--- src/rtl/aim_pkg.sv ---
// Package: constants and types of the activity/inactivity monitor
package aim_pkg;

  // Port addresses of the two registers
  localparam logic [15:0] CTRL_PORT          = 16'hB072;
  localparam logic [15:0] MASK_PORT          = 16'hD872;

  // Control register field positions
  localparam int          CTL_REQ_ENABLE     = 15;
  localparam int          CTL_COUNT_BIT12    = 14;
  localparam int          CTL_TEST_MODE      = 13;
  localparam int          CTL_ACT_LATCH      = 12;
  localparam int          CTL_INACT_DET      = 11;
  localparam int          CTL_ACT_AFTER      = 10;
  localparam int          CTL_ACT_BEFORE     = 9;
  localparam int          CTL_ENABLE         = 8;
  localparam int          CTL_COARSE_LSB     = 4;
  localparam int          CTL_FINE_LSB       = 0;

  // Mask register field positions
  localparam int          MSK_CHIP_SELECT    = 15;
  localparam int          MSK_PM_LEVEL       = 14;
  localparam int          MSK_PM_SEL_LSB     = 11;
  localparam int          MSK_NMI            = 10;
  localparam int          MSK_DISK           = 9;
  localparam int          MSK_COPROC         = 8;
  localparam int          MSK_SVC_SEL_LSB    = 6;
  localparam int          MSK_REQ8           = 5;
  localparam int          MSK_REQ7           = 4;
  localparam int          MSK_REQ0           = 3;
  localparam int          MSK_INS8           = 2;
  localparam int          MSK_INS7           = 1;
  localparam int          MSK_INS0           = 0;

  // Reset values
  localparam logic [15:0] CTRL_RESET         = 16'h0000;
  localparam logic [15:0] MASK_RESET         = 16'h0000;

  // Input select codes
  localparam logic [2:0]  PM_SEL_LAST        = 3'h5;
  localparam logic [2:0]  PM_SEL_OFF         = 3'h7;

  // Coprocessor I/O window for the 16-bit bus class
  localparam logic [15:0] COPROC_LO          = 16'h00F8;
  localparam logic [15:0] COPROC_HI          = 16'h00FF;

  // Timing: one fine step is 7812500 ns, counter ticks once per fine step outside test mode
  localparam int          CLK_PERIOD_NS      = 40;
  localparam int          FINE_STEP_NS       = 7812500;
  localparam int          FINE_STEP_CYC      = (FINE_STEP_NS + CLK_PERIOD_NS - 1) / CLK_PERIOD_NS;
  localparam int          TEST_STEP_CYC      = 16;
  localparam int          COARSE_STEP_TICKS  = 8192;
  localparam int          COUNT_W            = 17;
  localparam int          TEST_BYPASS_STAGES = 9;
  localparam int          PRESCALE_W         = 18;

  // Activity sources presented by the surrounding chipset
  typedef struct packed {
    logic [15:0] interruptRequestBits;
    logic [15:0] inServiceBits;
    logic [15:0] picMaskBits;
    logic [7:2]  pmInputs;
    logic        nmiOut;
    logic        dmaCycle;
    logic        ioCycle;
    logic [23:0] cycleAddr;
    logic        cycleMemIo;
    logic        diskDataCycle;
    logic        diskChipSelectEn;
    logic        chipSelectCycle;
  } aim_sources_type;

endpackage : aim_pkg

--- src/rtl/aim_monitor.sv ---
// Activity/inactivity monitor: registers, activity decode and timeout counter
`timescale 1ns/10ps

module aim_monitor
  import aim_pkg::*;
#(
  parameter int TICK_CYCLES = FINE_STEP_CYC
) (
  // Clock, reset, enable
  input  wire logic            clk,
  input  wire logic            reset_n,
  input  wire logic            clkEnable,
  // Register port access
  input  wire logic [15:0]     ioAddr,
  input  wire logic            ioWrite,
  input  wire logic            ioRead,
  input  wire logic [15:0]     ioWriteData,
  output logic      [15:0]     ioReadData,
  output logic                 ioReadHit,
  // Processor class strap, 1 for the 24-bit address class
  input  wire logic            sysWideAddr,
  // Activity sources
  input  wire aim_sources_type sources,
  // Status outputs
  output logic                 localAttentionOutput,
  output logic                 activityPulse
);

  // Registers
  logic [15:0]        maskReg_q;
  logic               requestActivityEnable_q;
  logic               monitorTestMode_q;
  logic               monitorEnable_q;
  logic [3:0]         coarseTimeoutField_q;
  logic [3:0]         fineTimeoutField_q;
  logic               activityLatchFlag_q;
  logic               inactivityDetectedFlag_q;
  logic               activityAfterFlag_q;
  logic               activityBeforeFlag_q;
  logic [COUNT_W-1:0] timeoutCount_q;
  logic [PRESCALE_W-1:0] prescale_q;
  logic               actSync1_q;
  logic               actSync2_q;
  logic               actSync3_q;

  // One-hot mask of the interrupt used for local attention service
  function automatic logic [15:0] serviceIrqOneHot(input logic [1:0] sel);
    logic [15:0] v;
    v = 16'h0000;
    unique case (sel)
      2'h0: v[5]  = 1'b1;
      2'h1: v[10] = 1'b1;
      2'h2: v[11] = 1'b1;
      2'h3: v[15] = 1'b1;
    endcase
    return v;
  endfunction : serviceIrqOneHot

  // Fixed exclusions shared by request and in-service vectors
  function automatic logic [15:0] commonKeep(input logic [1:0] sel, input logic m8, input logic m7,
                                             input logic m0);
    logic [15:0] v;
    v = ~serviceIrqOneHot(sel);
    v[2] = 1'b0;
    v[8] = v[8] & ~m8;
    v[7] = v[7] & ~m7;
    v[0] = v[0] & ~m0;
    return v;
  endfunction : commonKeep

  // Mask register fields
  wire logic [1:0]  serviceInterruptSelect = maskReg_q[MSK_SVC_SEL_LSB +: 2];
  wire logic [2:0]  pmInputSelectField     = maskReg_q[MSK_PM_SEL_LSB +: 3];
  wire logic        pmInputLevelSelect     = maskReg_q[MSK_PM_LEVEL];

  // Register decode
  wire logic        ctrlHit  = (ioAddr == CTRL_PORT);
  wire logic        maskHit  = (ioAddr == MASK_PORT);
  wire logic        ctrlWr   = ioWrite && ctrlHit;
  wire logic        maskWr   = ioWrite && maskHit;

  // Interrupt request and in-service sources
  wire logic [15:0] reqKeep  = commonKeep(serviceInterruptSelect, maskReg_q[MSK_REQ8],
                                          maskReg_q[MSK_REQ7], maskReg_q[MSK_REQ0]);
  wire logic [15:0] insKeep  = commonKeep(serviceInterruptSelect, maskReg_q[MSK_INS8],
                                          maskReg_q[MSK_INS7], maskReg_q[MSK_INS0]);
  wire logic [15:0] picGate  = {11'h7FF, ~sources.picMaskBits[4:3], 3'h7};
  wire logic        reqAct   = requestActivityEnable_q
                               && |(sources.interruptRequestBits & picGate & reqKeep);
  wire logic        insAct   = |(sources.inServiceBits & insKeep);

  // Power-management input
  wire logic [2:0]  pmIndex  = pmInputSelectField + 3'h2;
  wire logic        pmValid  = (pmInputSelectField <= PM_SEL_LAST);
  wire logic        selectedPmInput = sources.pmInputs[pmIndex];
  wire logic        pmAct    = pmValid && (selectedPmInput == pmInputLevelSelect);

  // Bus and I/O sources
  wire logic        nmiAct   = ~maskReg_q[MSK_NMI] && sources.nmiOut;
  wire logic        diskAct  = ~maskReg_q[MSK_DISK] && sources.diskChipSelectEn
                               && sources.diskDataCycle;
  wire logic        pcsAct   = ~maskReg_q[MSK_CHIP_SELECT] && sources.chipSelectCycle;
  wire logic        copNarrow = sources.ioCycle && (sources.cycleAddr[15:0] >= COPROC_LO)
                               && (sources.cycleAddr[15:0] <= COPROC_HI);
  wire logic        copWide  = sources.ioCycle && sources.cycleAddr[23] && ~sources.cycleMemIo;
  wire logic        copAct   = ~maskReg_q[MSK_COPROC]
                               && (sysWideAddr ? copWide : copNarrow);

  wire logic        anyActivity = reqAct || insAct || pmAct || nmiAct || sources.dmaCycle
                                  || diskAct || pcsAct || copAct;

  // Rising edge of the synchronised activity level
  wire logic        actPulse = actSync2_q && ~actSync3_q;

  // Timeout target in fine ticks
  wire logic [COUNT_W-1:0] coarseTicks = COUNT_W'(coarseTimeoutField_q) * COUNT_W'(COARSE_STEP_TICKS);
  wire logic [COUNT_W-1:0] targetTicks = coarseTicks + COUNT_W'(fineTimeoutField_q);

  // Prescaler and counter step
  wire logic [PRESCALE_W-1:0] tickLimit = monitorTestMode_q ? PRESCALE_W'(TEST_STEP_CYC - 1)
                                                            : PRESCALE_W'(TICK_CYCLES - 1);
  wire logic        tick      = monitorEnable_q && (prescale_q == tickLimit);
  wire logic [COUNT_W-1:0] countStep = monitorTestMode_q ? COUNT_W'(1 << TEST_BYPASS_STAGES)
                                                         : COUNT_W'(1);
  wire logic [COUNT_W-1:0] countNext = timeoutCount_q + countStep;
  wire logic        timeoutHit = tick && !actPulse && (countNext >= targetTicks);

  // Control write effects
  wire logic        clearTriple = ctrlWr && (!ioWriteData[CTL_INACT_DET]
                                             || !ioWriteData[CTL_ENABLE]);
  wire logic        clearLatch  = ctrlWr && !ioWriteData[CTL_ACT_LATCH];
  wire logic        runNext     = ctrlWr ? ioWriteData[CTL_ENABLE] : monitorEnable_q;

  // Read data
  wire logic [15:0] ctrlView = {requestActivityEnable_q, timeoutCount_q[12], monitorTestMode_q,
                                activityLatchFlag_q, inactivityDetectedFlag_q, activityAfterFlag_q,
                                activityBeforeFlag_q, monitorEnable_q,
                                coarseTimeoutField_q, fineTimeoutField_q};
  wire logic [15:0] readMux  = ctrlHit ? ctrlView : (maskHit ? maskReg_q : 16'h0000);

  // Activity synchroniser
  always_ff @(posedge clk) begin
    if (!reset_n) begin
      actSync1_q <= 1'b0;
      actSync2_q <= 1'b0;
      actSync3_q <= 1'b0;
    end else if (clkEnable) begin
      actSync1_q <= anyActivity;
      actSync2_q <= actSync1_q;
      actSync3_q <= actSync2_q;
    end
  end

  // Configuration registers
  always_ff @(posedge clk) begin
    if (!reset_n) begin
      maskReg_q               <= MASK_RESET;
      requestActivityEnable_q <= CTRL_RESET[CTL_REQ_ENABLE];
      monitorTestMode_q       <= CTRL_RESET[CTL_TEST_MODE];
      monitorEnable_q         <= CTRL_RESET[CTL_ENABLE];
      coarseTimeoutField_q    <= CTRL_RESET[CTL_COARSE_LSB +: 4];
      fineTimeoutField_q      <= CTRL_RESET[CTL_FINE_LSB +: 4];
    end else if (clkEnable) begin
      if (maskWr) begin
        maskReg_q <= ioWriteData;
      end
      if (ctrlWr) begin
        requestActivityEnable_q <= ioWriteData[CTL_REQ_ENABLE];
        monitorTestMode_q       <= ioWriteData[CTL_TEST_MODE];
        monitorEnable_q         <= ioWriteData[CTL_ENABLE];
        coarseTimeoutField_q    <= ioWriteData[CTL_COARSE_LSB +: 4];
        fineTimeoutField_q      <= ioWriteData[CTL_FINE_LSB +: 4];
      end
    end
  end

  // Prescaler and timeout counter
  always_ff @(posedge clk) begin
    if (!reset_n) begin
      prescale_q     <= '0;
      timeoutCount_q <= '0;
    end else if (clkEnable) begin
      if (!runNext || !monitorEnable_q || actPulse || timeoutHit) begin
        prescale_q     <= '0;
        timeoutCount_q <= '0;
      end else if (tick) begin
        prescale_q     <= '0;
        timeoutCount_q <= countNext;
      end else begin
        prescale_q     <= prescale_q + PRESCALE_W'(1);
      end
    end
  end

  // Status flags; a set in the same cycle as a clear wins, except that a write clearing the enable bit blocks the inactivity set
  always_ff @(posedge clk) begin
    if (!reset_n) begin
      activityLatchFlag_q      <= 1'b0;
      inactivityDetectedFlag_q <= 1'b0;
      activityAfterFlag_q      <= 1'b0;
      activityBeforeFlag_q     <= 1'b0;
    end else if (clkEnable) begin
      activityLatchFlag_q      <= actPulse || (activityLatchFlag_q && !clearLatch);
      inactivityDetectedFlag_q <= (timeoutHit && runNext)
                                  || (inactivityDetectedFlag_q && !clearTriple);
      activityAfterFlag_q      <= (actPulse && inactivityDetectedFlag_q)
                                  || (activityAfterFlag_q && !clearTriple);
      activityBeforeFlag_q     <= (actPulse && monitorEnable_q && !inactivityDetectedFlag_q)
                                  || (activityBeforeFlag_q && !clearTriple);
    end
  end

  // Read port
  always_ff @(posedge clk) begin
    if (!reset_n) begin
      ioReadData <= 16'h0000;
      ioReadHit  <= 1'b0;
    end else if (clkEnable) begin
      ioReadHit <= ioRead && (ctrlHit || maskHit);
      if (ioRead) begin
        ioReadData <= readMux;
      end
    end
  end

  assign localAttentionOutput = inactivityDetectedFlag_q;
  assign activityPulse        = actPulse;

endmodule : aim_monitor

--- config.mk ---
export PLATFORM = sky130hd
export DESIGN_NAME = aim_monitor
export DESIGN_NICKNAME = d
export VERILOG_FILES = /design/src/rtl/aim_pkg.sv /design/src/rtl/aim_monitor.sv
export SDC_FILE = /design/constraint.sdc
export NUM_CORES = 1
export LEC_CHECK = 0
export BUFFER_PORTS_ARGS = -buffer_cell sky130_fd_sc_hd__buf_4
export CAP_MARGIN = 30
export CORE_MARGIN = 3
export CORE_UTILIZATION = 57
export CTS_CLUSTER_SIZE = 14
export DETAILED_ROUTE_END_ITERATION = 8
export PLACE_DENSITY_LB_ADDON = 0.2
export SYNTH_ARGS = -nofsm -noshare
export SYNTH_HDL_FRONTEND = slang
export SYNTH_SLANG_ARGS = --single-unit
--- constraint.sdc ---
create_clock -name clk -period 9.59 [get_ports clk]
set_input_delay 0 -clock clk [delete_from_list [all_inputs] [get_ports clk]]
set_output_delay 0 -clock clk [all_outputs]
set_load 0.05 [all_outputs]
==> results.tsv <==
stage	metric	value	unit
timing	Clock Skew	10.0	ps
grt	gr usage total	0.274	
grt	first-pass GRT wire length	22.3	mm
clocking	Gates resized, CTS repair	0	
job	# Max-Cap Violations	0	
detailed_routing	Via density	5.90	
synth	area fraction of the dominant cell type after synthesis	0.348	
synth	Mapped Avg Cell Area	8.28	µm²
floorplanning	# rows	33	
min_path	Hold Path Class	in -> reg	
status	outcome	completed	
power	Total Power	0.700	mW
setup_path	Crit Path Max Fanout	15	
clocking	CTS Buffer Depth	2	
floorplanning	Die Y	99.2	µm
synth	Ys Warns	0	
synth	Cells after Synth	598	
synth	post-synthesis sequential area ratio	0.348	
layout	Fill cells	650	
clocking	Clock Latency Late Sink	360	ps
synth	Mapped Area	4950	µm²
layout	fin area	6200	µm²
layout	share of cells above drive strength 1	0.199	
detailed_routing	drt drc	0	
clocking	Clock Tree Root	clkbuf_8	
power	Peak VDD IR	0.0000666	V
floorplanning	initial core utilization	0.594	
detailed_routing	ANT nets after route	0	
placed_design	Post-DP Area	5810	µm²
synth	Area contributors post-synth	dfxtp_1 35%, mux2i_1 7.9%, nor2b_1 4.7%	
clocking	postcts setup bufs	0	
timing	fmax	219	MHz
timing	RSZ-0062 raised after global routing	no	
detailed_routing	drt pass-1 iters	5	
layout	ant diodes	0	
grt	initial antenna violation count	0	
clocking	CTS buffer count	9	
timing	setup_tns	0	ps
power	P per Cell Area	113	nW/µm²
clocking	clock-pin slew on the worst setup and hold paths	80	ps
setup_path	critical path type	reg -> reg	
synth	asr flop ratio synth	0	
synth	ys flop type	dfxtp_1	
setup_path	CP required	9890	ps
detailed_routing	via count	4819	
synth	Synth cell types	58	
setup_path	Worst Setup Start Kind	register	
floorplanning	Core Area	8340	µm²
timing	Tcrit/Tclk final	0.475	
timing	setup violators final	0	
setup_path	Crit path arrival time	4860	ps
timing	Fin. Hold Viols	0	
placed_design	HPWL Detailed	9.49	mm
synth	area leader, netlist	dfxtp_1	
placed_design	Final GP Congestion	0.830	
clocking	TritonCTS clock tree	built	
grt	pin count of the biggest net entering global routing	84	
setup_path	Critical Path Sink Type	register	
timing	Worst-Margin Slew	734	ps
floorplanning	die width	99.2	µm
clocking	# clock sinks	86	
synth	Yosys reg bits	86	
detailed_routing	WL/cell	16.3	µm
synth	Post-synth EDFFs	0	
timing	max-slew violation count	0	
layout	nets@finish	844	
timing	worst relative slew slack	0.510	
synth	Synth Net Count	735	
power	LEAKAGE	2.47	nW
placed_design	input/output buffers	115	
clocking	H-tree levels	3	
layout	area grow syn2layout	25.2	%
detailed_routing	drt total wl	13.4	mm
grt	vias in the first global route	4893	
floorplanning	Die ar.	9840	µm²
grt	total gr overflow	0	
floorplanning	Ports	142	
detailed_routing	Initial DRC Count	254	
timing	fin crit period	4560	ps
-- final timing paths --
| check | start | endpoint | slack [ps] | cells after the start |
|---|---|---|---|---|
| hold reg to reg | timeoutCount_q[9] | timeoutCount_q[9] | 490 | 2 |
| hold / removal | sources[29] | actSync1_q | 20 | 5 |
| setup / recovery | monitorTestMode_q | localAttentionOutput | 5030 | 14 |
| setup reg to reg | monitorTestMode_q | localAttentionOutput | 5030 | 14 |
-- cell usage after synthesis (3+ instances only) --
master,count
nand3_1,26
nor2b_1,37
nand2b_1,3
nor3_1,9
o21ai_0,25
o2111ai_1,11
a21oi_1,15
buf_2,12
a21boi_0,6
dfxtp_1,86
nor4b_1,5
xor2_1,14
nor2_1,39
mux2i_1,39
nand2_1,50
inv_1,32
nor3b_1,6
and4_1,7
o22ai_1,6
and2_1,24
clkbuf_1,20
o21a_1,4
nor4_1,9
a221oi_1,4
o21ai_1,9
and3_1,12
ha_1,14
nand4_1,19
nand4b_1,3
xnor2_1,10
-- critical path: stages, from the launching register on --
cell	delay [ps]
dfxtp_1	390
inv_1	220
ha_1	250
ha_1	440
nand3_1	160
o31ai_1	530
nand3_1	170
xnor2_1	190
ha_1	330
o21a_1	130
nor2_1	40
o21ai_0	450
nand3_1	630
a21boi_0	430
o21a_1	140
-- per-layer routing --
metal	vias to the layer above	share of wire	global-route usage
met1	2288	0.41	0.331
met4	0	0.026	0.123
met5	-	0	0
li1	2341	-	-
met2	160	0.52	0.483
met3	30	0.051	0.0379
-- where the power goes --
| group | total, mW | internal, mW | leakage, nW | switching (mW) |
|---|---|---|---|---|
| logic | 0.0606 | 0.0372 | 1.68 | 0.0234 |
| registers | 0.358 | 0.358 | 0.693 | 0.000740 |
| clock network | 0.281 | 0.147 | 0.0998 | 0.133 |
| total | 0.700 | 0.542 | 2.47 | 0.158 |
-- placed cells by master (no fill, tap or decap), types with 8 or more instances in the layout --
| cell type | count |
|---|---|
| buf_4 | 117 |
| dfxtp_1 | 86 |
| nand2_1 | 50 |
| nor2_1 | 39 |
| mux2i_1 | 39 |
| nor2b_1 | 37 |
| inv_1 | 32 |
| nand3_1 | 26 |
| and2_1 | 24 |
| o21ai_0 | 24 |
| nand4_1 | 19 |
| dlygate4sd3_1 | 16 |
| a21oi_1 | 15 |
| xor2_1 | 14 |
| ha_1 | 14 |
| and3_1 | 12 |
| o2111ai_1 | 11 |
| o21ai_1 | 10 |
| xnor2_1 | 10 |
| nor4_1 | 9 |
| clkbuf_8 | 9 |
| nor3_1 | 8 |
-- registers in the layout (all words and copies together) (netlist names), 4 cells and up --
register	count
coarseTimeoutField_q	4
fineTimeoutField_q	4
ioReadData	16
maskReg_q	16
prescale_q	18
timeoutCount_q	17
-- cells by family after synthesis --
kind of cell	Yosys count	synth area share
simple gates	261	0.289
mux	41	0.0857
buf+inv	69	0.0594
xor+xnor	24	0.0425
compound gates	103	0.141
flops	86	0.348
fa+ha+maj	14	0.0354
-- per-stage QoR --
step                      hold slack, ps  cells   util  setup slack [ps]
after detailed placement             265    784  0.696              5190
after CTS                           26.5    816  0.741              5070
after floorplan                      160    598      -              6460
after global placement               253    783  0.694              5260
final                               22.2    817  0.743              5030
after global routing                 113    817  0.743              4640
-- layout make-up --
cell class / count / area, µm² / area share
inverter: 32 / 120 / 0.0194
timing repair buffer: 135 / 1070 / 0.172
clock inverter: 5 / 83.8 / 0.0135
clock buffer: 11 / 131 / 0.0212
tap: 105 / 131 / 0.0212
sequential: 86 / 1720 / 0.278
multi-input combinational: 443 / 2940 / 0.474
-- timing repair --
action,in CTS,in global routing
endpoints found under the setup margin,0,0
hold buffers,16,0
endpoints found under the hold margin,28,0
No activity file was read; power rests on OpenSTA's default activity.
